$ cat src/logic/eic_pkg.sv
package eic_pkg;
   // ------------------------------------------------------------
   // Clock and sizes
   // ------------------------------------------------------------
   localparam int CLK_HZ = 25000000;
   localparam int NUM_DIN = 16;
   localparam int NUM_GROUPS = NUM_DIN / 2;
   localparam int NUM_LATCH = 12;
   localparam int NUM_AIN = 4;
   localparam int NUM_AOUT = 2;
   localparam int AWIDTH = 12;
   localparam int FSEL_W = 3;
   localparam int ASEL_W = 2;
   localparam int AIN_FIRST_WORD = 4;
   localparam int AOUT_FIRST_WORD = 4;
   localparam logic [AWIDTH-1:0] FULL_SCALE = 12'hfff;
   localparam int FULL_SCALE_MV = 10000;

   // ------------------------------------------------------------
   // Discrete filter times in microseconds, per setting code
   // ------------------------------------------------------------
   localparam int DF_TIME_US_0 = 0;
   localparam int DF_TIME_US_1 = 100;
   localparam int DF_TIME_US_2 = 500;
   localparam int DF_TIME_US_3 = 1000;
   localparam int DF_TIME_US_4 = 2000;
   localparam int DF_TIME_US_5 = 4000;
   localparam int DF_TIME_US_6 = 8000;
   localparam int DF_TIME_US_7 = 16000;
   localparam int DF_CNT_W = 20;

   // ------------------------------------------------------------
   // Analog settling times in microseconds
   // ------------------------------------------------------------
   localparam int AS_TIME_US_10HZ = 100000;
   localparam int AS_TIME_US_50HZ = 20000;
   localparam int AS_TIME_US_60HZ = 16670;
   localparam int AS_TIME_US_250HZ = 4000;
   localparam int AS_CNT_10HZ = AS_TIME_US_10HZ * (CLK_HZ / 1000000);
   localparam int AS_CNT_50HZ = AS_TIME_US_50HZ * (CLK_HZ / 1000000);
   localparam int AS_CNT_60HZ = AS_TIME_US_60HZ * (CLK_HZ / 1000000);
   localparam int AS_CNT_250HZ = AS_TIME_US_250HZ * (CLK_HZ / 1000000);
   localparam int AS_CNT_W = 22;

   typedef enum logic [ASEL_W-1:0] {
      EIC_AF_10HZ,
      EIC_AF_50HZ,
      EIC_AF_60HZ,
      EIC_AF_250HZ
   } eic_afilt_t;

   localparam eic_afilt_t AFILT_RESET = EIC_AF_10HZ;
   localparam logic LATCH_EN_RESET = 1'b0;
   localparam logic LATCH_FALL_RESET = 1'b0;
endpackage

$ cat src/logic/eic_top.sv
// How it works
// - Sixteen DC inputs form eight pairs, each pair with its own filter time.
// - Input level is recognised only after holding for the selected filter time.
// - Four 12-bit analog values go to image words four to seven in order.
// - Analog update waits one scan plus the selected settling time.
// - Analog filter setting resets to the 10 Hz option.
// - Analog code is volts times 4095 over ten, unsigned.
// - Analog outputs take their values from output words four and five.
// - Analog output level is ten volts times word over 4095.
// - Inputs zero to eleven each have an individual latching enable.
// - Each latching input picks rising or falling capture.
// - Captured edge flips image bit from its rest level at next scan, for exactly one scan.
// - Pulses must pass the input filter before they can latch.
// - Latched inputs show the latch, not the pin; rising mode rests off.
// - Falling mode rests on and goes off for one scan.
`timescale 1ns/1ps
module eic_top
   import eic_pkg::*;
#(
   parameter int N_DIN = NUM_DIN,
   parameter int N_LATCH = NUM_LATCH,
   parameter int AS_10HZ = AS_CNT_10HZ,
   parameter int AS_50HZ = AS_CNT_50HZ,
   parameter int AS_60HZ = AS_CNT_60HZ,
   parameter int AS_250HZ = AS_CNT_250HZ
) (
   input wire logic clock,
   input wire logic reset,
   input wire logic [N_DIN-1:0] din_pins,
   input wire logic [N_DIN/2*FSEL_W-1:0] group_filter_sel,
   input wire logic [N_LATCH-1:0] latch_enable,
   input wire logic [N_LATCH-1:0] latch_falling,
   input wire logic input_scan,
   output logic [N_DIN-1:0] din_image,
   input wire logic [AWIDTH-1:0] ain_code_0,
   input wire logic [AWIDTH-1:0] ain_code_1,
   input wire logic [AWIDTH-1:0] ain_code_2,
   input wire logic [AWIDTH-1:0] ain_code_3,
   input wire logic [ASEL_W-1:0] ain_filter_sel,
   input wire logic ain_filter_load,
   output logic [ASEL_W-1:0] ain_filter_now,
   output logic [AWIDTH-1:0] ain_word_4,
   output logic [AWIDTH-1:0] ain_word_5,
   output logic [AWIDTH-1:0] ain_word_6,
   output logic [AWIDTH-1:0] ain_word_7,
   output logic ain_update,
   input wire logic [AWIDTH-1:0] aout_word_4,
   input wire logic [AWIDTH-1:0] aout_word_5,
   input wire logic aout_load,
   output logic [AWIDTH-1:0] aout_dac_0,
   output logic [AWIDTH-1:0] aout_dac_1
);
   // ------------------------------------------------------------
   // Parameter checks
   // ------------------------------------------------------------
   initial begin
      if (N_DIN != NUM_DIN) $error("eic_top: DC input count must be 16");
      if (N_DIN % 2 != 0) $error("eic_top: inputs must come in pairs");
      if (N_LATCH < 1) $error("eic_top: at least one latching input needed");
      if (N_LATCH > N_DIN) $error("eic_top: more latching inputs than inputs");
      // A zero settle count would wrap the end-of-window compare
      if (AS_10HZ < 1 || AS_50HZ < 1 || AS_60HZ < 1 || AS_250HZ < 1) begin
         $error("eic_top: settling counts must be positive");
      end
      if (AS_10HZ >= (1 << AS_CNT_W)) $error("eic_top: settling count too wide");
      if (AS_50HZ >= (1 << AS_CNT_W) || AS_60HZ >= (1 << AS_CNT_W)) begin
         $error("eic_top: settling count too wide");
      end
      if (AS_250HZ >= (1 << AS_CNT_W)) $error("eic_top: settling count too wide");
      if (DF_TIME_US_7 * (CLK_HZ / 1000000) >= (1 << DF_CNT_W)) begin
         $error("eic_top: filter count too wide");
      end
   end

   // ------------------------------------------------------------
   // Pin synchronisers
   // ------------------------------------------------------------
   logic [N_DIN-1:0] sync1_reg, sync2_reg;
   logic [N_DIN-1:0] sync1_next, sync2_next;
   logic [N_DIN-1:0] filtered;

   // Only the second stage feeds logic; the first may be metastable
   always_comb begin
      sync1_next = din_pins;
      sync2_next = sync1_reg;
   end

   always_ff @(posedge clock) begin
      if (reset) begin
         sync1_reg <= '0;
         sync2_reg <= '0;
      end else begin
         sync1_reg <= sync1_next;
         sync2_reg <= sync2_next;
      end
   end

   // ------------------------------------------------------------
   // Filter time per code
   // ------------------------------------------------------------
   function automatic logic [DF_CNT_W-1:0] df_limit(input logic [FSEL_W-1:0] sel);
      int us;
      us = 0;
      case (sel)
         3'h0: us = DF_TIME_US_0;
         3'h1: us = DF_TIME_US_1;
         3'h2: us = DF_TIME_US_2;
         3'h3: us = DF_TIME_US_3;
         3'h4: us = DF_TIME_US_4;
         3'h5: us = DF_TIME_US_5;
         3'h6: us = DF_TIME_US_6;
         3'h7: us = DF_TIME_US_7;
         default: us = DF_TIME_US_0;
      endcase
      // Count of cycles already spent stable; zero still means one cycle
      df_limit = DF_CNT_W'(us * (CLK_HZ / 1000000));
   endfunction

   // ------------------------------------------------------------
   // Per-input filter and latch
   // ------------------------------------------------------------
   // One decoder per pair rather than per input
   logic [DF_CNT_W-1:0] pair_limit [N_DIN/2];

   genvar gp;
   generate
      for (gp = 0; gp < N_DIN / 2; gp++) begin : g_pair
         assign pair_limit[gp] = df_limit(group_filter_sel[gp*FSEL_W +: FSEL_W]);
      end
   endgenerate

   genvar gi;
   generate
      for (gi = 0; gi < N_DIN; gi++) begin : g_din
         logic [DF_CNT_W-1:0] lim;
         // Both inputs of a pair share one setting
         assign lim = pair_limit[gi/2];

         eic_debounce #(.CNT_W(DF_CNT_W)) u_deb (
            .clock(clock),
            .reset(reset),
            .raw(sync2_reg[gi]),
            .limit(lim),
            .state(filtered[gi])
         );

         if (gi < N_LATCH) begin : g_latch
            eic_pulse_catch u_pc (
               .clock(clock),
               .reset(reset),
               .filtered(filtered[gi]),
               .enable(latch_enable[gi]),
               .falling(latch_falling[gi]),
               .scan(input_scan),
               .image(din_image[gi])
            );
         end else begin : g_plain
            logic img_reg, img_next;
            always_comb begin
               img_next = input_scan ? filtered[gi] : img_reg;
            end
            always_ff @(posedge clock) begin
               if (reset) begin
                  img_reg <= 1'b0;
               end else begin
                  img_reg <= img_next;
               end
            end
            assign din_image[gi] = img_reg;
         end
      end
   endgenerate

   // ------------------------------------------------------------
   // Analog input settling and update
   // ------------------------------------------------------------
   // Scans that arrive while settling are ignored, not queued
   typedef enum logic [1:0] {EIC_AI_WAIT_SCAN, EIC_AI_SETTLE, EIC_AI_PUBLISH} eic_ai_state_t;

   eic_ai_state_t ai_state_reg, ai_state_next;
   eic_afilt_t afilt_reg, afilt_next;
   logic [AS_CNT_W-1:0] settle_reg, settle_next;
   logic [AS_CNT_W-1:0] settle_limit;
   logic settle_done;
   logic [AWIDTH-1:0] aw_reg [NUM_AIN];
   logic [AWIDTH-1:0] aw_next [NUM_AIN];
   logic [AWIDTH-1:0] ain_in [NUM_AIN];
   logic upd_reg, upd_next;

   assign ain_in[0] = ain_code_0;
   assign ain_in[1] = ain_code_1;
   assign ain_in[2] = ain_code_2;
   assign ain_in[3] = ain_code_3;

   always_comb begin
      case (afilt_reg)
         EIC_AF_10HZ: settle_limit = AS_CNT_W'(AS_10HZ);
         EIC_AF_50HZ: settle_limit = AS_CNT_W'(AS_50HZ);
         EIC_AF_60HZ: settle_limit = AS_CNT_W'(AS_60HZ);
         EIC_AF_250HZ: settle_limit = AS_CNT_W'(AS_250HZ);
         default: settle_limit = AS_CNT_W'(AS_10HZ);
      endcase
   end

   assign settle_done = (settle_reg >= settle_limit - 1'b1);

   always_comb begin
      ai_state_next = ai_state_reg;
      afilt_next = afilt_reg;
      settle_next = settle_reg;
      upd_next = 1'b0;
      for (int i = 0; i < NUM_AIN; i++) begin
         aw_next[i] = aw_reg[i];
      end
      // A new setting cancels settling; it restarts at the next scan
      if (ain_filter_load) begin
         afilt_next = eic_afilt_t'(ain_filter_sel);
         ai_state_next = EIC_AI_WAIT_SCAN;
         settle_next = '0;
      end else begin
         case (ai_state_reg)
            EIC_AI_WAIT_SCAN: begin
               settle_next = '0;
               if (input_scan) begin
                  ai_state_next = EIC_AI_SETTLE;
               end
            end
            EIC_AI_SETTLE: begin
               if (settle_done) begin
                  ai_state_next = EIC_AI_PUBLISH;
               end else begin
                  settle_next = settle_reg + 1'b1;
               end
            end
            EIC_AI_PUBLISH: begin
               // Converter code already equals volts times 4095 over ten
               for (int i = 0; i < NUM_AIN; i++) begin
                  aw_next[i] = ain_in[i];
               end
               upd_next = 1'b1;
               ai_state_next = EIC_AI_WAIT_SCAN;
            end
            default: ai_state_next = EIC_AI_WAIT_SCAN;
         endcase
      end
   end

   always_ff @(posedge clock) begin
      if (reset) begin
         ai_state_reg <= EIC_AI_WAIT_SCAN;
         afilt_reg <= AFILT_RESET;
         settle_reg <= '0;
         upd_reg <= 1'b0;
         for (int i = 0; i < NUM_AIN; i++) begin
            aw_reg[i] <= '0;
         end
      end else begin
         ai_state_reg <= ai_state_next;
         afilt_reg <= afilt_next;
         settle_reg <= settle_next;
         upd_reg <= upd_next;
         for (int i = 0; i < NUM_AIN; i++) begin
            aw_reg[i] <= aw_next[i];
         end
      end
   end

   assign ain_word_4 = aw_reg[0];
   assign ain_word_5 = aw_reg[1];
   assign ain_word_6 = aw_reg[2];
   assign ain_word_7 = aw_reg[3];
   assign ain_update = upd_reg;
   assign ain_filter_now = afilt_reg;

   // ------------------------------------------------------------
   // Analog outputs
   // ------------------------------------------------------------
   // Word drives the converter directly; full scale 4095 is ten volts
   logic [AWIDTH-1:0] aout_in [NUM_AOUT];
   logic [AWIDTH-1:0] dac_q [NUM_AOUT];

   assign aout_in[0] = aout_word_4;
   assign aout_in[1] = aout_word_5;

   genvar go;
   generate
      for (go = 0; go < NUM_AOUT; go++) begin : g_aout
         logic [AWIDTH-1:0] dac_reg, dac_next;
         always_comb begin
            dac_next = aout_load ? aout_in[go] : dac_reg;
         end
         always_ff @(posedge clock) begin
            if (reset) begin
               dac_reg <= '0;
            end else begin
               dac_reg <= dac_next;
            end
         end
         assign dac_q[go] = dac_reg;
      end
   endgenerate

   assign aout_dac_0 = dac_q[0];
   assign aout_dac_1 = dac_q[1];
endmodule

$ cat src/logic/eic_debounce.sv
`timescale 1ns/1ps
module eic_debounce
   import eic_pkg::*;
#(
   parameter int CNT_W = DF_CNT_W
) (
   input wire logic clock,
   input wire logic reset,
   input wire logic raw,
   input wire logic [CNT_W-1:0] limit,
   output logic state
);
   // ------------------------------------------------------------
   // Stability counter
   // ------------------------------------------------------------
   logic state_reg, state_next;
   logic [CNT_W-1:0] cnt_reg, cnt_next;

   initial begin
      if (CNT_W < 1) $error("eic_debounce: CNT_W too small");
   end

   always_comb begin
      state_next = state_reg;
      cnt_next = cnt_reg;
      if (raw == state_reg) begin
         cnt_next = '0;
      end else if (cnt_reg >= limit) begin
         state_next = raw;
         cnt_next = '0;
      end else begin
         cnt_next = cnt_reg + 1'b1;
      end
   end

   always_ff @(posedge clock) begin
      if (reset) begin
         state_reg <= 1'b0;
         cnt_reg <= '0;
      end else begin
         state_reg <= state_next;
         cnt_reg <= cnt_next;
      end
   end

   assign state = state_reg;
endmodule

$ cat src/logic/eic_pulse_catch.sv
`timescale 1ns/1ps
module eic_pulse_catch
   import eic_pkg::*;
(
   input wire logic clock,
   input wire logic reset,
   input wire logic filtered,
   input wire logic enable,
   input wire logic falling,
   input wire logic scan,
   output logic image
);
   // ------------------------------------------------------------
   // Edge capture and one-scan presentation
   // ------------------------------------------------------------
   logic prev_reg, prev_next;
   logic caught_reg, caught_next;
   logic image_reg, image_next;
   logic edge_hit;

   // Edge is taken from the filtered level, so narrow pulses never latch
   assign edge_hit = falling ? (prev_reg & ~filtered)
                             : (~prev_reg & filtered);

   always_comb begin
      prev_next = filtered;
      caught_next = caught_reg;
      image_next = image_reg;
      if (!enable) begin
         caught_next = 1'b0;
         if (scan) begin
            image_next = filtered;
         end
      end else begin
         if (scan) begin
            caught_next = 1'b0;
            image_next = caught_reg ^ falling;
         end
         // A capture in a scan cycle is kept for the next scan
         if (edge_hit) begin
            caught_next = 1'b1;
         end
      end
   end

   always_ff @(posedge clock) begin
      if (reset) begin
         prev_reg <= 1'b0;
         caught_reg <= 1'b0;
         image_reg <= 1'b0;
      end else begin
         prev_reg <= prev_next;
         caught_reg <= caught_next;
         image_reg <= image_next;
      end
   end

   assign image = image_reg;
endmodule

$ cat config.mk
export PLATFORM = sky130hd
export DESIGN_NAME = eic_top
export DESIGN_NICKNAME = d
export VERILOG_FILES = /design/src/logic/eic_pkg.sv /design/src/logic/eic_top.sv /design/src/logic/eic_debounce.sv /design/src/logic/eic_pulse_catch.sv
export SDC_FILE = /design/constraint.sdc
export NUM_CORES = 1
export LEC_CHECK = 0
export BUFFER_PORTS_ARGS = -buffer_cell sky130_fd_sc_hd__buf_2
export CAP_MARGIN = 10
export CORE_MARGIN = 5
export CORE_UTILIZATION = 67
export CTS_CLUSTER_SIZE = 25
export DETAILED_ROUTE_END_ITERATION = 8
export PLACE_DENSITY = 0.9
export SKIP_CTS_REPAIR_TIMING = 1
export SYNTH_ARGS = -nofsm -noshare
export SYNTH_HDL_FRONTEND = slang
export SYNTH_SLANG_ARGS = --single-unit
export TNS_END_PERCENT = 50
$ cat constraint.sdc
create_clock -name clock -period 13.6 [get_ports clock]
set_input_delay 3.4 -clock clock [delete_from_list [all_inputs] [get_ports clock]]
set_output_delay 3.4 -clock clock [all_outputs]
set_load 0.01 [all_outputs]
## After elaboration in Yosys (flattened, before gate mapping)

Memories as Yosys holds them, arrays and structs flattened.
Index checks and enable logic that the tools add are counted.

- Flip-flop bits (word level): 459
- Memory bits (writable): 48
- Bits in read-only memories: 768
- Input bits: 143
- Output and inout bits: 91
- Logic and storage cells: 387
- Memories kept: 9

Memory list:

| name | words | bits a word | read ports | clocked after Yosys merged registers in | wr ports | line | RTL |
|---|---|---|---|---|---|---|---|
| (no name shown) | 8 | 12 | 1 | 0 | 0 | eic_top.sv:104 | `case (sel)` |
| (no name shown) | 8 | 12 | 1 | 0 | 0 | eic_top.sv:104 |  |
| (no name shown) | 8 | 12 | 1 | 0 | 0 | eic_top.sv:104 |  |
| (no name shown) | 8 | 12 | 1 | 0 | 0 | eic_top.sv:104 |  |
| (no name shown) | 8 | 12 | 1 | 0 | 0 | eic_top.sv:104 |  |
| (no name shown) | 8 | 12 | 1 | 0 | 0 | eic_top.sv:104 |  |
| +3 memories | -- | -- | -- | -- | -- | -- |  |

- $add $sub $neg: 18
- $mul: 8
- Order comparisons: 17
- Equality and inequality tests: 24
- Mux-type cells: 77
- Bitwise gates (word level): 92
- Reductions and logical operators: 62

Operators by type and width:

| kind | count |
|---|---|
| $add A20 B1 Y20 const B | 16 |
| $ge A20 B20 Y1 | 16 |
| $mul A32 B6 Y20 const B | 8 |
| $mux W48 | 2 |
| $pmux W22 S4 | 1 |
| $mux W1 | 65 |
| $not A1 Y1 | 52 |
| $mux W12 | 4 |
| $reduce_or A3 Y1 | 16 |
| $pmux W22 S2 | 1 |
| $reduce_and A2 Y1 | 18 |
| $reduce_bool A2 Y1 | 13 |
| $reduce_or A2 Y1 | 13 |
| $and A1 B1 Y1 | 24 |
| $add A22 B1 Y22 const B | 1 |
| $ge A22 B22 Y1 | 1 |
| $mux W22 | 1 |
| $sub A22 B1 Y22 const B | 1 |
| $eq A1 B1 Y1 | 16 |
| $xor A1 B1 Y1 | 12 |
| $eq A2 B2 Y1 const B | 3 |
| $ne A2 B2 Y1 const B | 3 |
| $eq A2 B1 Y1 const B | 2 |
| $logic_not A2 Y1 | 2 |
| other kinds (3) | 7 |

## Logic depth before layout (Yosys ltp)

- Word-level depth: 6
- Mapped depth: 26
- Gate-level depth less buffers: 25

## Modules after synthesis

A second synthesis with hierarchy kept.

- Cell total of the unflattened synthesis: 4,476
- Area total of the unflattened synthesis: 38,901.1 um^2

By module, submodules not included:

| module | times used | cells an instance | area each (um^2) | sequential area each (um^2) |
|---|---|---|---|---|
| eic_debounce | 16 | 171 | 1,486.4 | 420.4 |
| eic_top | 1 | 1,572 | 13,526.7 | 2,702.6 |
| eic_pulse_catch | 12 | 14 | 132.6 | 60.1 |

## Worst setup path after synthesis

Ideal clock, no wire load.

- Path kind: input port to flip-flop
- Start: input group_filter_sel[11]
- End: register g_din[6].u_deb.cnt_reg[10]
- Library setup time: 0.065 ns
- Data arrival time: 8.523 ns
- Setup slack: 5.011 ns
- Stages on the path: 24
- Buffers on the path: 3
- Cells stage by stage: clkbuf_1 -> clkbuf_1 -> nand2b_1 -> inv_1 -> ha_1 -> ha_1 -> a21boi_0 -> o221a_2 -> ha_1 -> inv_1 -> nor2_1 -> o41ai_1 -> o21ai_0 -> o311a_1 -> xnor2_1 -> ha_1 -> a21o_1 -> a211o_1 -> a211oi_1 -> o221a_2 -> nor3_1 -> or3_1 -> clkbuf_1 -> nor2_1

- Word-level cells in the longest chain between the ends: 4

Ends and longest elaborated chain:

| element | line | RTL |
|---|---|---|
| start: declaration | eic_top.sv:30 | `input wire logic [N_DIN/2*FSEL_W-1:0] group_filter_sel,` |
| $mem_v2 Z8 W12 | -- |  |
| $mul A32 B6 Y20 | eic_top.sv:116 | `df_limit = DF_CNT_W'(us * (CLK_HZ / 1000000));` |
| $ge A20 B20 Y1 | eic_debounce.sv:28 | `end else if (cnt_reg >= limit) begin` |
| $reduce_or A3 Y1 (no line) | -- |  |
| end signal: assignment | eic_debounce.sv:42 | `cnt_reg <= cnt_next;` |
| end: declaration | eic_debounce.sv:17 | `logic [CNT_W-1:0] cnt_reg, cnt_next;` |

Every way passes these cells.
A chain may end at the register's enable or synchronous reset.

## Worst setup path in the final report

- Start: input group_filter_sel[4]
- End: register g_din[2].u_deb.cnt_reg[8]

- Word-level cells in the longest chain between the ends: 4

Ends and longest elaborated chain:

| element | line |
|---|---|
| $mem_v2 Z8 W12 | -- |
| $mul A32 B6 Y20 | eic_top.sv:116 |
| $ge A20 B20 Y1 | eic_debounce.sv:28 |
| $reduce_or A3 Y1 (no line) | -- |
| end signal: assignment | eic_debounce.sv:42 |
| end: declaration | eic_debounce.sv:17 |

Every way passes these cells.

==> results.toml <==
[setup_path]
worst-r2r-setup-slack_ns = 10.36
critical_path.reg2reg.endpoint = "settle_reg[15]"
crit_fanout = 20
crit_path_start = "group_filter_sel[4]"
critPathCapture = "g_din[2].u_deb.cnt_reg[8]"
worstRegToRegCells = 12
cp.required_ns = 14.12
worstReg2RegStart = "ain_filter_now[0]"
endpoint_kind = "flop"
worst_setup_path_start_kind = "primary input"
path_class = "in -> reg"
cp_data_arrival_time_ns = 9.46

[final_layout]
fin_area_um2 = 38500
fin_util = 0.748
largest_reg_flops = 320
area_growth_pct = 10.1
diodes = 0
drive_gt1_frac = 0.0889
nets = 5053

[yosys]
synth_fp_nets = 4866
synth_edf_count = 0
synthCells = 4021
synth_area_um2 = 35000
ys_ff_latch = 507
avgSynthCellArea_um2 = 8.71
synth_cell_types = 68
ys_seq_area_frac = 0.290
yosys_most_used_dff = "dfxtp_1"
async_flop_share = 0
ys_warn_count = 0

[placed_design]
port_buffers = 233
hpwl_um = 58500
place.gp.congestion = 0.896
placed_area_um2 = 36600
pre_cts_slack_ns = 4.15

[sta]
fin_worst_skew_ns = 0.0266
timing.final.crit_share = 0.657
fin_crit_ns = 8.93
slew_violations = 0
timing.fmax_ghz = 0.112
max_slew_margin = 0.325
rsz0062_at_grt = "false"
worst_pin_slew_ns = 1.01
fin_ws_ns = 4.67
setup_viol = 0
setup_tns_ns = 0
final-hold-violation-count = 0

[outcome]
status = "completed"

[drt]
vias_per_cell = 5.79
wl_per_cell_um = 15.9
drt_iter0_drc = 1641
ant_nets = 0
num_vias = 28541
routed_wl_um = 78600
first_pass_iters = 5
drc_errors = 0

[clock_tree]
tritoncts = "built"
cts.htree.levels = 2
cts.path.max_buffers = 3
cts.sinks = 507
clockRootBuffer = "clkbuf_16"
cts_buffers = 55
worstSkewPairLatency_ns = 0.62
path_clk_slew_ns = 0.06

[global_route]
antenna_found_initial = 1
overflow = 0
grt_pass1_wl_um = 132000
grt_max_degree = 78
grt_pass1_vias = 28736
grt_usage = 0.267

[floorplanning]
dieHeight_um = 239
die-area_um2 = 56900
placementRows = 83
num_io_pins = 234
initial_core_util = 0.680
coreArea_um2 = 51500
chipWidth_um = 239

[hold_path]
hold_class = "reg -> reg"

[power_and_ir_drop]
p_leak_nw = 17.8
p_per_area_nw_per_um2 = 99.1
ir_drop_mv = 0.116

[flow_run]
drv_cap = 0
cells in the mapped netlist, types with 77 or more instances:
cell type,instances,share of area
nand2_1,287,0.031
inv_1,202,0.022
clkbuf_1,85,0.0091
dfxtp_1,507,0.29
o21ai_0,97,0.014
nand3_1,158,0.023
a21o_1,111,0.024
ha_1,680,0.24
xor2_1,200,0.050
nor2b_1,77,0.014
xnor2_1,198,0.050
a21oi_1,172,0.025
nor2_1,596,0.064
cells in the final DEF (no fill, tap or decap), types with 16 or more instances in the layout:
cell type and count:
nor2b_1 77, xor2_1 200, a211oi_1 38, dfxtp_1 507, nand2_1 287, o21a_1 30
and2_1 32, or3_1 31, nand3_1 158, nor3_1 50, mux2i_1 61, clkbuf_16 56
buf_2 232, nand4_1 76, a21oi_1 172, xnor2_1 198, nand2b_1 21, a31oi_1 18
a21o_1 111, o21ai_0 97, inv_1 202, nor2_1 596, ha_1 680, fa_1 22
and4_1 16, and3_1 67
report_power, final:
| part | internal [mW] | switching, mW |
|---|---|---|
| clock network | 0.938 | 0.639 |
| logic | 0.298 | 0.437 |
| registers | 1.50 | 0.00840 |
| total | 2.73 | 1.08 |
through the flow:
stage	hold WS [ns]	instances	power, mW
2_1_floorplan	0.414	4021	2.06
3_3_place_gp	0.418	4831	2.22
3_5_place_dp	0.427	4831	2.26
4_1_cts	0.440	4931	3.84
5_1_grt	0.458	4931	4.00
6_report	0.441	4931	3.82
worst max-delay path, cell delays in order:
cell	delay (ns)
buf_2	0.19
inv_1	0.17
ha_1	0.26
and2_1	0.18
a21o_1	0.19
ha_1	0.30
fa_1	0.48
ha_1	0.31
ha_1	0.24
a21o_1	0.18
a21oi_1	0.22
nor2b_1	0.07
o21a_1	0.18
o41ai_1	0.49
nand4b_1	0.19
nand4_1	0.18
ha_1	0.36
a211o_1	0.32
a211oi_1	0.33
o221a_2	0.26
nor3_1	0.07
or3_1	0.65
nor2_1	0.23
metal layers:
layer / part of all wire / GRT usage / up-vias / wire length (um)
met5: 0.00017 / 0 / - / 13
met4: 0.034 / 0.0950 / 2 / 2690
met1: 0.43 / 0.322 / 13408 / 33600
met2: 0.49 / 0.479 / 635 / 38800
met3: 0.044 / 0.0442 / 227 / 3460
li1: - / - / 14269 / -
layout make-up:
| class | count | area (um^2) |
|---|---|---|
| multi-input cells | 3195 | 23600 |
| fillers | 3500 | 13000 |
| flip-flops and latches | 507 | 10100 |
| clock buffers | 67 | 1530 |
| repair buffers | 238 | 1210 |
| well taps | 680 | 851 |
| inverters | 211 | 792 |
| clock inverters | 33 | 404 |
cells by family after synthesis:
family,Yosys count,share of synthesized area
flops,507,0.290
simple gates,1459,0.194
mux,64,0.0184
compound gates,572,0.106
xor+xnor,398,0.0996
buf+inv,319,0.0364
fa+ha+maj,702,0.256
worst min-delay path by stage:
stage,startpoint,end,cells past startpoint
2_1_floorplan,sync1_reg[0],sync2_reg[0],1
4_1_cts,sync1_reg[6],sync2_reg[6],1
3_3_place_gp,sync1_reg[9],sync2_reg[9],1
3_5_place_dp,sync1_reg[6],sync2_reg[6],1
5_1_grt,sync1_reg[10],sync2_reg[10],1
6_report,sync1_reg[6],sync2_reg[6],1
Power figures use the tool's default switching activity.
